## config.mk

```make
export PLATFORM = sky130hd
export DESIGN_NAME = iod_decoder
export DESIGN_NICKNAME = d
export VERILOG_FILES = /design/src/rtl/iod_pkg.sv /design/src/rtl/iod_decoder.sv
export VERILOG_INCLUDE_DIRS = /design/src /design/src/rtl
export SDC_FILE = /design/constraint.sdc
export NUM_CORES = 1
export LEC_CHECK = 0
export BUFFER_PORTS_ARGS = -buffer_cell sky130_fd_sc_hd__buf_4
export CORE_AREA = 5 5 623 625
export DETAILED_ROUTE_END_ITERATION = 10
export DIE_AREA = 0 0 628 630
export GPL_ROUTABILITY_DRIVEN = 0
export HOLD_SLACK_MARGIN = 0.06
export SETUP_SLACK_MARGIN = 0.1
export SYNTH_ARGS = -nofsm -noshare
export SYNTH_HDL_FRONTEND = slang
export SYNTH_SLANG_ARGS = --single-unit
```

## constraint.sdc

```tcl
create_clock -name clk -period 4.5 [get_ports clk]
set_clock_uncertainty 0.1 [all_clocks]
set_input_delay 0.9 -clock clk [delete_from_list [all_inputs] [get_ports clk]]
set_output_delay 0.9 -clock clk [all_outputs]
set_load 0.1 [all_outputs]
```

## src/rtl/iod_regs.svh

```systemverilog
// Address map, bit masks and reset values for the peripheral I/O decoder.
// Assumes I/O addresses are 6 bits and data-space addresses 9 bits wide.
`ifndef IOD_REGS_SVH
`define IOD_REGS_SVH

// Address windows and register reset value
`define IOD_DATA_OFFSET   9'h020
`define IOD_IO_LAST       9'h05F
`define IOD_EXT_FIRST     9'h060
`define IOD_EXT_LAST      9'h1FF
`define IOD_BIT_LAST      6'h1F
`define IOD_RESET_VALUE   8'h00

// Register offsets, data-space addresses
`define IOD_PORT_B_OUTPUT_PIN     9'h023
`define IOD_PORT_B_OUTPUT_DIR     9'h024
`define IOD_PORT_B_OUTPUT_OUT     9'h025
`define IOD_PORT_C_OUTPUT_PIN     9'h026
`define IOD_PORT_C_OUTPUT_DIR     9'h027
`define IOD_PORT_C_OUTPUT_OUT     9'h028
`define IOD_PORT_D_OUTPUT_PIN     9'h029
`define IOD_PORT_D_OUTPUT_DIR     9'h02A
`define IOD_PORT_D_OUTPUT_OUT     9'h02B
`define IOD_PORT_E_OUTPUT_PIN     9'h02C
`define IOD_PORT_E_OUTPUT_DIR     9'h02D
`define IOD_PORT_E_OUTPUT_OUT     9'h02E
`define IOD_PORT_F_OUTPUT_PIN     9'h02F
`define IOD_PORT_F_OUTPUT_DIR     9'h030
`define IOD_PORT_F_OUTPUT_OUT     9'h031
`define IOD_TMR0_FLAGS    9'h035
`define IOD_TMR1_FLAGS    9'h036
`define IOD_TMR4_FLAGS    9'h039
`define IOD_PCHG_FLAGS    9'h03B
`define IOD_EXTIRQ_FLAGS  9'h03C
`define IOD_EXTIRQ_MASK   9'h03D
`define IOD_SCRATCH0      9'h03E
`define IOD_NV_CTRL       9'h03F
`define IOD_NV_DATA       9'h040
`define IOD_NV_ADDR_LO    9'h041
`define IOD_NV_ADDR_HI    9'h042
`define IOD_PRESC_CTRL    9'h043
`define IOD_TMR0_CTRL_A   9'h044
`define IOD_TMR0_CTRL_B   9'h045
`define IOD_TMR0_COUNT    9'h046
`define IOD_TMR0_CMP_A    9'h047
`define IOD_TMR0_CMP_B    9'h048
`define IOD_PLL_CSR       9'h049
`define IOD_SCRATCH1      9'h04A
`define IOD_SCRATCH2      9'h04B
`define IOD_SPI_CTRL      9'h04C
`define IOD_SPI_STAT      9'h04D
`define IOD_SPI_DATA      9'h04E
`define IOD_COMP_CSR      9'h050
`define IOD_DBG_DATA      9'h051
`define IOD_PLL_FREQ      9'h052
`define IOD_SLEEP_CTRL    9'h053
`define IOD_RST_CAUSE     9'h054
`define IOD_CORE_CTRL     9'h055
`define IOD_SELFPROG_CTRL 9'h057
`define IOD_FAR_PAGE      9'h05B
`define IOD_STACK_LO      9'h05D
`define IOD_STACK_HI      9'h05E

// Implemented-bit, hardware-followed and clear-on-one bit masks for registers
`define IOD_MASK_FULL     8'hFF
`define IOD_MASK_NONE     8'h00
`define IOD_MASK_PORT_C_OUTPUT    8'hC0
`define IOD_MASK_PORT_E_OUTPUT    8'h44
`define IOD_MASK_PORT_F_OUTPUT    8'hF3
`define IOD_MASK_TMR0F    8'h07
`define IOD_MASK_TMR1F    8'h2F
`define IOD_MASK_TMR4F    8'hE4
`define IOD_MASK_PCHGF    8'h01
`define IOD_MASK_EXTIRQ   8'h4F
`define IOD_MASK_NVCTRL   8'h3F
`define IOD_MASK_NVADRHI  8'h0F
`define IOD_MASK_PRESC    8'h83
`define IOD_MASK_TMR0A    8'hF3
`define IOD_MASK_TMR0B    8'hCF
`define IOD_MASK_PLL_CONTROL_STATUS   8'h13
`define IOD_HW_PLL_CONTROL_STATUS     8'h01
`define IOD_MASK_SPISTAT  8'hC1
`define IOD_HW_SPISTAT    8'hC0
`define IOD_HW_COMP       8'h20
`define IOD_W1C_COMP      8'h10
`define IOD_MASK_SLEEP    8'h0F
`define IOD_MASK_RSTCAUSE 8'h3F
`define IOD_MASK_CORECTRL 8'h93
`define IOD_MASK_FARPAGE  8'h03

`endif

```

## src/rtl/iod_pkg.sv

```systemverilog
// Types shared by the peripheral I/O decoder and its surroundings.
// Assumes the constants of iod_regs.svh for widths of the address fields.
package iod_pkg;

    typedef enum logic [7:0] {
        IOD_OP_IN      = 8'h01,   // I/O-space read
        IOD_OP_OUT     = 8'h02,   // I/O-space write
        IOD_OP_SETBIT  = 8'h04,   // set_io_bit_op
        IOD_OP_CLRBIT  = 8'h08,   // clear_io_bit_op
        IOD_OP_SKIPSET = 8'h10,   // skip_if_io_bit_set_op
        IOD_OP_SKIPCLR = 8'h20,   // skip_if_io_bit_clear_op
        IOD_OP_LOAD    = 8'h40,   // direct, indirect or displaced load
        IOD_OP_STORE   = 8'h80    // direct, indirect or displaced store
    } iod_op_t;

    typedef enum logic [1:0] {
        IOD_ST_IDLE    = 2'h1,
        IOD_ST_EXTWAIT = 2'h2
    } iod_state_t;

    typedef struct packed {
        logic       valid;
        iod_op_t    op;
        logic [8:0] addr;     // I/O address in [5:0] for I/O ops, data address otherwise
        logic [2:0] bitSel;
        logic [7:0] wdata;
    } iod_req_t;

    typedef struct packed {
        logic       valid;
        logic [7:0] rdata;
        logic       bitVal;
        logic       skip;
        logic       refused;
    } iod_resp_t;

    typedef struct packed {
        logic       valid;
        logic       write;
        logic [8:0] addr;
        logic [7:0] wdata;
    } iod_ext_t;

    typedef struct packed {
        logic [7:0] impl;     // implemented bits
        logic [7:0] w1c;      // cleared by writing one
        logic [7:0] hw;       // read-only, followed from hardware
    } iod_attr_t;

endpackage

```

## src/rtl/iod_decoder.sv

```systemverilog
// Peripheral I/O space decoder: core accesses in, register bank and extended-space strobes out.
// Assumes one request per accepted cycle from the core and peripherals synchronous to clk.
//
// What this block does
// - Registers at I/O addresses 0x00 to 0x1F accept a set or clear of one chosen bit.
// - In that bit-accessible range the value of one selected bit is returned for a skip.
// - Some status flags clear when a one is written to them and ignore a written zero.
// - A single-bit set or clear rewrites the whole register, so flags read as set get cleared.
// - Single-bit set and clear act only on I/O addresses 0x00 to 0x1F and nowhere else.
// - I/O read and write operations address registers by I/O addresses 0x00 to 0x3F.
// - A data-space load or store reaches the same register at its I/O address plus 0x20.
// - The I/O operation address field covers exactly 64 locations and nothing beyond.
// - The extended space 0x60 to 0x1FF is reached only by data-space loads and stores.

`timescale 1ns/1ns

`include "iod_regs.svh"

module iod_decoder
    import iod_pkg::*;
#(
    parameter int IO_LOCATIONS = 64
)
(
    input  wire logic            clk,        // core clock
    input  wire logic            rst,        // synchronous reset, active high
    input  wire iod_req_t        req,        // access request from the core
    output logic                 reqReady,   // request is taken while high
    output iod_resp_t            resp,       // one-cycle answer
    input  wire logic [63:0][7:0] hwIn,      // live status bits from peripherals
    input  wire logic [63:0][7:0] hwSet,     // one-cycle flag set events
    output logic [63:0][7:0]     ioRegs,     // register bank, indexed by I/O address
    output iod_ext_t             ext,        // extended-space access strobe
    input  wire logic [7:0]      extRdData   // extended-space read data, valid with ext strobe
);

    ////////////////////////////////////////////////////////////////////////////////
    // Register attributes

    function automatic iod_attr_t attrOf(input logic [8:0] dataAddr);
        iod_attr_t a;
        a = '{impl: `IOD_MASK_NONE, w1c: `IOD_MASK_NONE, hw: `IOD_MASK_NONE};
        // Unlisted locations stay all-zero masks, so they read zero and ignore writes
        case (dataAddr)
            `IOD_PORT_B_OUTPUT_PIN, `IOD_PORT_D_OUTPUT_PIN:
                a = '{impl: `IOD_MASK_FULL, w1c: `IOD_MASK_NONE, hw: `IOD_MASK_FULL};
            `IOD_PORT_C_OUTPUT_PIN:
                a = '{impl: `IOD_MASK_PORT_C_OUTPUT, w1c: `IOD_MASK_NONE, hw: `IOD_MASK_PORT_C_OUTPUT};
            `IOD_PORT_E_OUTPUT_PIN:
                a = '{impl: `IOD_MASK_PORT_E_OUTPUT, w1c: `IOD_MASK_NONE, hw: `IOD_MASK_PORT_E_OUTPUT};
            `IOD_PORT_F_OUTPUT_PIN:
                a = '{impl: `IOD_MASK_PORT_F_OUTPUT, w1c: `IOD_MASK_NONE, hw: `IOD_MASK_PORT_F_OUTPUT};
            `IOD_PORT_C_OUTPUT_DIR, `IOD_PORT_C_OUTPUT_OUT:
                a.impl = `IOD_MASK_PORT_C_OUTPUT;
            `IOD_PORT_E_OUTPUT_DIR, `IOD_PORT_E_OUTPUT_OUT:
                a.impl = `IOD_MASK_PORT_E_OUTPUT;
            `IOD_PORT_F_OUTPUT_DIR, `IOD_PORT_F_OUTPUT_OUT:
                a.impl = `IOD_MASK_PORT_F_OUTPUT;
            `IOD_TMR0_FLAGS:
                a = '{impl: `IOD_MASK_TMR0F, w1c: `IOD_MASK_TMR0F, hw: `IOD_MASK_NONE};
            `IOD_TMR1_FLAGS:
                a = '{impl: `IOD_MASK_TMR1F, w1c: `IOD_MASK_TMR1F, hw: `IOD_MASK_NONE};
            `IOD_TMR4_FLAGS:
                a = '{impl: `IOD_MASK_TMR4F, w1c: `IOD_MASK_TMR4F, hw: `IOD_MASK_NONE};
            `IOD_PCHG_FLAGS:
                a = '{impl: `IOD_MASK_PCHGF, w1c: `IOD_MASK_PCHGF, hw: `IOD_MASK_NONE};
            `IOD_EXTIRQ_FLAGS:
                a = '{impl: `IOD_MASK_EXTIRQ, w1c: `IOD_MASK_EXTIRQ, hw: `IOD_MASK_NONE};
            `IOD_EXTIRQ_MASK:
                a.impl = `IOD_MASK_EXTIRQ;
            `IOD_NV_CTRL:
                a.impl = `IOD_MASK_NVCTRL;
            `IOD_NV_ADDR_HI:
                a.impl = `IOD_MASK_NVADRHI;
            `IOD_PRESC_CTRL:
                a.impl = `IOD_MASK_PRESC;
            `IOD_TMR0_CTRL_A:
                a.impl = `IOD_MASK_TMR0A;
            `IOD_TMR0_CTRL_B:
                a.impl = `IOD_MASK_TMR0B;
            `IOD_PLL_CSR:
                a = '{impl: `IOD_MASK_PLL_CONTROL_STATUS, w1c: `IOD_MASK_NONE, hw: `IOD_HW_PLL_CONTROL_STATUS};
            `IOD_SPI_STAT:
                a = '{impl: `IOD_MASK_SPISTAT, w1c: `IOD_MASK_NONE, hw: `IOD_HW_SPISTAT};
            `IOD_COMP_CSR:
                a = '{impl: `IOD_MASK_FULL, w1c: `IOD_W1C_COMP, hw: `IOD_HW_COMP};
            `IOD_SLEEP_CTRL:
                a.impl = `IOD_MASK_SLEEP;
            `IOD_RST_CAUSE:
                a.impl = `IOD_MASK_RSTCAUSE;
            `IOD_CORE_CTRL:
                a.impl = `IOD_MASK_CORECTRL;
            `IOD_FAR_PAGE:
                a.impl = `IOD_MASK_FARPAGE;
            `IOD_PORT_B_OUTPUT_DIR, `IOD_PORT_B_OUTPUT_OUT, `IOD_PORT_D_OUTPUT_DIR, `IOD_PORT_D_OUTPUT_OUT,
            `IOD_SCRATCH0, `IOD_SCRATCH1, `IOD_SCRATCH2, `IOD_NV_DATA,
            `IOD_NV_ADDR_LO, `IOD_TMR0_COUNT, `IOD_TMR0_CMP_A, `IOD_TMR0_CMP_B,
            `IOD_SPI_CTRL, `IOD_SPI_DATA, `IOD_DBG_DATA, `IOD_PLL_FREQ,
            `IOD_SELFPROG_CTRL, `IOD_STACK_LO, `IOD_STACK_HI:
                a.impl = `IOD_MASK_FULL;
            default:
                a.impl = `IOD_MASK_NONE;
        endcase
        return a;
    endfunction

    // Next value of one location: plain bits take the write, flag bits clear on one, live bits follow hardware
    function automatic logic [7:0] nextByte(input logic [7:0] cur,
                                            input iod_attr_t a,
                                            input logic      wr,
                                            input logic [7:0] wd,
                                            input logic [7:0] hwVal,
                                            input logic [7:0] setVal);
        logic [7:0] plain;
        logic [7:0] clr;
        plain = a.impl & ~a.w1c & ~a.hw;
        clr   = wr ? wd : 8'h00;
        // Set event wins over a same-cycle clear, so no flag is lost
        return ((wr ? wd : cur) & plain)
             | (((cur & ~clr) | setVal) & a.w1c)
             | (hwVal & a.hw);
    endfunction

    function automatic logic [8:0] dataOf(input logic [5:0] ioAddr);
        return {3'h0, ioAddr} + `IOD_DATA_OFFSET;
    endfunction

    ////////////////////////////////////////////////////////////////////////////////
    // Request decode

    iod_state_t state;
    iod_state_t next_state;

    wire logic       accept   = req.valid && reqReady;
    wire logic       isIoOp   = req.op inside {IOD_OP_IN, IOD_OP_OUT, IOD_OP_SETBIT,
                                               IOD_OP_CLRBIT, IOD_OP_SKIPSET, IOD_OP_SKIPCLR};
    wire logic       isBitOp  = req.op inside {IOD_OP_SETBIT, IOD_OP_CLRBIT,
                                               IOD_OP_SKIPSET, IOD_OP_SKIPCLR};
    wire logic       isDataOp = req.op inside {IOD_OP_LOAD, IOD_OP_STORE};
    wire logic       isWrite  = req.op inside {IOD_OP_OUT, IOD_OP_STORE,
                                               IOD_OP_SETBIT, IOD_OP_CLRBIT};

    // The opcode field carries six bits, so only 64 locations are reachable
    wire logic [5:0] ioField  = req.addr[5:0];
    // A data address maps onto the same location 0x20 lower
    wire logic [8:0] dataAddr = isIoOp ? dataOf(ioField) : req.addr;
    wire logic       inIoWin  = (dataAddr >= `IOD_DATA_OFFSET) && (dataAddr <= `IOD_IO_LAST);
    wire logic [8:0] ioOffs   = dataAddr - `IOD_DATA_OFFSET;
    wire logic [5:0] ioIdx    = ioOffs[5:0];

    // Extended space is only for loads and stores; I/O ops can never form such an address
    wire logic       extHit   = isDataOp && (dataAddr >= `IOD_EXT_FIRST) && (dataAddr <= `IOD_EXT_LAST);
    wire logic       bitOk    = ioIdx <= `IOD_BIT_LAST;
    wire logic       legal    = isBitOp ? (inIoWin && bitOk) : (inIoWin || extHit);

    wire iod_attr_t  curAttr  = attrOf(dataAddr);
    wire logic [7:0] curVal   = ioRegs[ioIdx] & curAttr.impl;
    wire logic [7:0] bitMask  = 8'h01 << req.bitSel;
    wire logic       selBit   = curVal[req.bitSel];

    // Bit ops write back the whole byte as read, so set flags go back as ones
    wire logic [7:0] wrData   = (req.op == IOD_OP_SETBIT) ? (curVal | bitMask)
                              : (req.op == IOD_OP_CLRBIT) ? (curVal & ~bitMask)
                              : req.wdata;
    wire logic       doIoWr   = accept && isWrite && legal && inIoWin;
    wire logic       doExt    = accept && legal && extHit;
    wire logic       extRead  = doExt && (req.op == IOD_OP_LOAD);

    ////////////////////////////////////////////////////////////////////////////////
    // Next-state values

    logic [63:0][7:0] next_ioRegs;
    iod_resp_t        next_resp;
    iod_ext_t         next_ext;

    always_comb
    begin
        for (int i = 0; i < IO_LOCATIONS; i++)
        begin
            next_ioRegs[i] = nextByte(ioRegs[i], attrOf(dataOf(6'(i))),
                                      doIoWr && (ioIdx == 6'(i)), wrData, hwIn[i], hwSet[i]);
        end
    end

    always_comb
    begin
        next_resp         = '0;
        next_resp.valid   = accept && !extRead;
        next_resp.refused = accept && !legal;
        if (state == IOD_ST_EXTWAIT)
        begin
            next_resp.valid = 1'b1;
            next_resp.rdata = extRdData;
        end
        else if (accept && legal && !extHit)
        begin
            next_resp.rdata  = curVal;
            next_resp.bitVal = isBitOp && selBit;
            next_resp.skip   = ((req.op == IOD_OP_SKIPSET) && selBit)
                            || ((req.op == IOD_OP_SKIPCLR) && !selBit);
        end
    end

    always_comb
    begin
        next_ext       = '0;
        next_ext.valid = doExt;
        if (doExt)
        begin
            next_ext.write = req.op == IOD_OP_STORE;
            next_ext.addr  = dataAddr;
            next_ext.wdata = req.wdata;
        end
    end

    // A single wait state covers the extended read; the core is stalled for it
    always_comb
    begin
        unique case (state)
            IOD_ST_IDLE:    next_state = extRead ? IOD_ST_EXTWAIT : IOD_ST_IDLE;
            IOD_ST_EXTWAIT: next_state = IOD_ST_IDLE;
            default:        next_state = IOD_ST_IDLE;
        endcase
    end

    ////////////////////////////////////////////////////////////////////////////////
    // State

    always_ff @(posedge clk)
    begin
        if (rst)
            ioRegs <= {IO_LOCATIONS{`IOD_RESET_VALUE}};
        else
            ioRegs <= next_ioRegs;
    end

    always_ff @(posedge clk)
    begin
        if (rst)
        begin
            state    <= IOD_ST_IDLE;
            reqReady <= 1'b0;
            resp     <= '0;
            ext      <= '0;
        end
        else
        begin
            state    <= next_state;
            reqReady <= next_state == IOD_ST_IDLE;
            resp     <= next_resp;
            ext      <= next_ext;
        end
    end

endmodule

```

==> flow_summary_export.csv <==
group,metric,value,unit
outcome,status,"finished clean",
placement,dp.final_hpwl,146000,um
worst_setup_path,cp_slowest_stage_delay,0.69,ns
timing,drv_slew,0,
clock_network,path_clk_slew,0.06,ns
route,drt-met1-wl,55000,um
worst_setup_path,startpoint_type,"input port",
run,cap_violations,0,
layout,final_common_cell,"buf_4",
clock_network,clkLatencyLatePin,0.67,ns
yosys,async_flop_share,0,%
worst_setup_path,worstPathCellList,"buf_4 -> buf_4 -> mux4_2 -> a22o_1 -> a221oi_1 -> mux4_2 -> a31oi_1 -> buf_4 -> a211oi_1 -> inv_1 -> a311o_1 -> a2111oi_4 -> buf_4",
worst_setup_path,path_common_cell,"buf_4",
worst_setup_path,cpLargestDelayFamily,"compound AO/OA/AOI/OAI gates",
worst_setup_path,r2r_cells,11,
timing,min_period,4.43,ns
worst_setup_path,cp.depth,13,
timing,setup_violations,0,
route,top_layer,"met5",
clock_network,cts_tree,"built",
route,wl_met3,21900,um
worst_setup_path,path_class,"in2reg",
route,viasPerCell,2.41,
worst_hold_path,whs_path_depth,2,
power,power,8.65,mW
timing,worstMarginPinSlew,1.33,ns
placement,io_buffers,395,
grt,track_usage,7.95,%
route,drtIter0Drc,1885,
timing,fmax,0.226,GHz
clock_network,cts.sinks,310,
yosys,ys.flop_type,"dfxtp_1",
layout,syn2layout_area_growth,75.6,%
yosys,yosysWarnings,0,
placement,dp.cells,7629,
grt,grt_pass1_vias,17200,
route,vias,18600,
clock_network,htree_levels,2,
die,io_pins,1607,
route,dr_wl_met2,78000,um
layout,finalNonFillerCells,7718,
die,num_rows,227,
clock_network,cts_inserted_buffers,45,
timing,maxSlewHeadroom,11.4,%
worst_setup_path,cp_data_required_time,5.01,ns
yosys,ys_ff_latch,310,
grt,grt_pass1_wl,203000,um
worst_setup_path,critPathSlowestCell,"mux4_2",
yosys,syn_inst,1982,
power,worst_ir_drop_vdd,0.000301,V
route,routed_wl,166000,um
die,initial_utilization,4.39,%
die,die_w,628,um
layout,drive_gt1_share,34.6,%
route,ant_nets,0,
yosys,ys_seq_area_share,37.1,%
layout,fin_nets,3702,
route,drt_pass1_iterations,6,
die,die_h,630,um
worst_setup_path,critPathBufInv,5,
route,wire_per_inst,21.5,um
yosys,ys_types,97,
timing,period_share,98.5,%
placement,pre_cts_ws,-1.11,ns
route,drc,0,
worst_setup_path,crit_fanout,8,
timing,rsz0062_at_grt,"yes",
worst_setup_path,crit_arrival,4.95,ns
clock_network,clockRootBuffer,"clkbuf_16",
die,core_area,381000,um^2
layout,fillers,44600,
grt,grt_max_degree,151,
worst_setup_path,endpoint_kind,"register",
layout,final_cell_mix,"buf_4, dfxtp_1, nand2_1, conb_1, nor2_1",
clock_network,cts_buffer_depth,3,
power,power_per_cell_area,294,nW/um^2
timing,hold_violations,0,
yosys,synth-edff-count,0,
grt,grt_antenna_before_repair,40,
yosys,avgSynthCellArea,8.45,um^2
timing,layout_setup_ws,0.0654,ns
die,dieArea,396000,um^2
worst_hold_path,hold_class,"in2reg",
power,p_leak,10.3,nW
yosys,netlist_area,16700,um^2
grt,grt_overflow,0,
==> state kept, by name, summed over array words and instances, names as in the netlist <==
register and count:
ioRegs 276, reqReady 1, resp 12, state 2, ext 19
==> Yosys cell counts, types with 28 or more instances <==
library cell | instances | share of area [%]
dfxtp_1 | 310 | 37
nand2_1 | 282 | 6.3
buf_4 | 245 | 11
nor2_1 | 164 | 3.7
a21oi_1 | 123 | 3.7
mux2i_1 | 90 | 5.4
clkbuf_1 | 87 | 2.0
nand3_1 | 70 | 2.1
nor2b_1 | 44 | 1.6
o21ai_0 | 42 | 1.3
buf_2 | 40 | 1.2
o31ai_1 | 30 | 1.3
o22ai_1 | 28 | 1.0
==> per-layer routing <==
metal | GRT usage, % | up-vias
met2 | 13.4 | 1286
met5 | 0 | -
li1 | - | 7945
met1 | 8.04 | 9062
met4 | 4.18 | 8
met3 | 4.04 | 321
==> metrics by stage <==
step	TNS, ns	hold WS [ns]	area (um^2)	util, %
2_1_floorplan	0	0.410	17600	-
3_3_place_gp	-92.04	0.358	27800	7.28
3_5_place_dp	-91.73	0.365	27800	7.28
4_1_cts	0	0.266	29400	7.70
5_1_grt	0	0.313	29400	7.70
6_report	0	0.344	29400	7.71
==> layout make-up <==
| class | count | area (um^2) | share of cell area (%) |
|---|---|---|---|
| antenna | 7 | 17.5 | 0.0596 |
| sequential | 310 | 6210 | 21.1 |
| multi-input combinational | 1512 | 9070 | 30.9 |
| timing repair buffer | 755 | 6210 | 21.1 |
| clock inverter | 24 | 307 | 1.04 |
| clock buffer | 57 | 1220 | 4.15 |
| tap | 5038 | 6300 | 21.4 |
| inverter | 15 | 56.3 | 0.192 |
==> worst paths after layout <==
kind | startpoint | to | slack, ns
setup / recovery | req[12] | resp[1]$_SDFF_PP0_ | 0.07
hold / removal | hwIn[366] | ioRegs[366]$_SDFF_PP0_ | 0.34
setup reg to reg | ioRegs[79]$_SDFF_PP0_ | resp[1]$_SDFF_PP0_ | 0.26
hold reg to reg | ioRegs[395]$_SDFFE_PP0P_ | ioRegs[395]$_SDFFE_PP0P_ | 0.37
==> kinds of logic (layout without fill, tap and decap cells) <==
family	count (synthesis)	after routing	share of synthesized area, %
simple gates	706	706	19.9
compound gates	429	429	17.8
buf+inv	395	851	14.7
flops	310	310	37.1
mux	134	134	10.2
xor+xnor	6	6	0.314
fa+ha+maj	1	1	0.0598
other cells	1	243	0.0224
==> power by group <==
part | total (mW) | leakage, nW | internal, mW | switching [mW]
registers | 2.85 | 2.51 | 2.77 | 0.0757
logic | 2.00 | 7.06 | 0.357 | 1.65
clock network | 3.80 | 0.734 | 2.18 | 1.62
==> what timing repair did <==
action                                  4_1_cts  5_1_grt
buffers inserted                              1        0
hold buffers                                  0        0
endpoints found under the setup margin       40        8
gates resized for setup                      10        4
pin swaps                                     4        0
gates cloned                                  0        0
(Power assumes the default switching activity.)
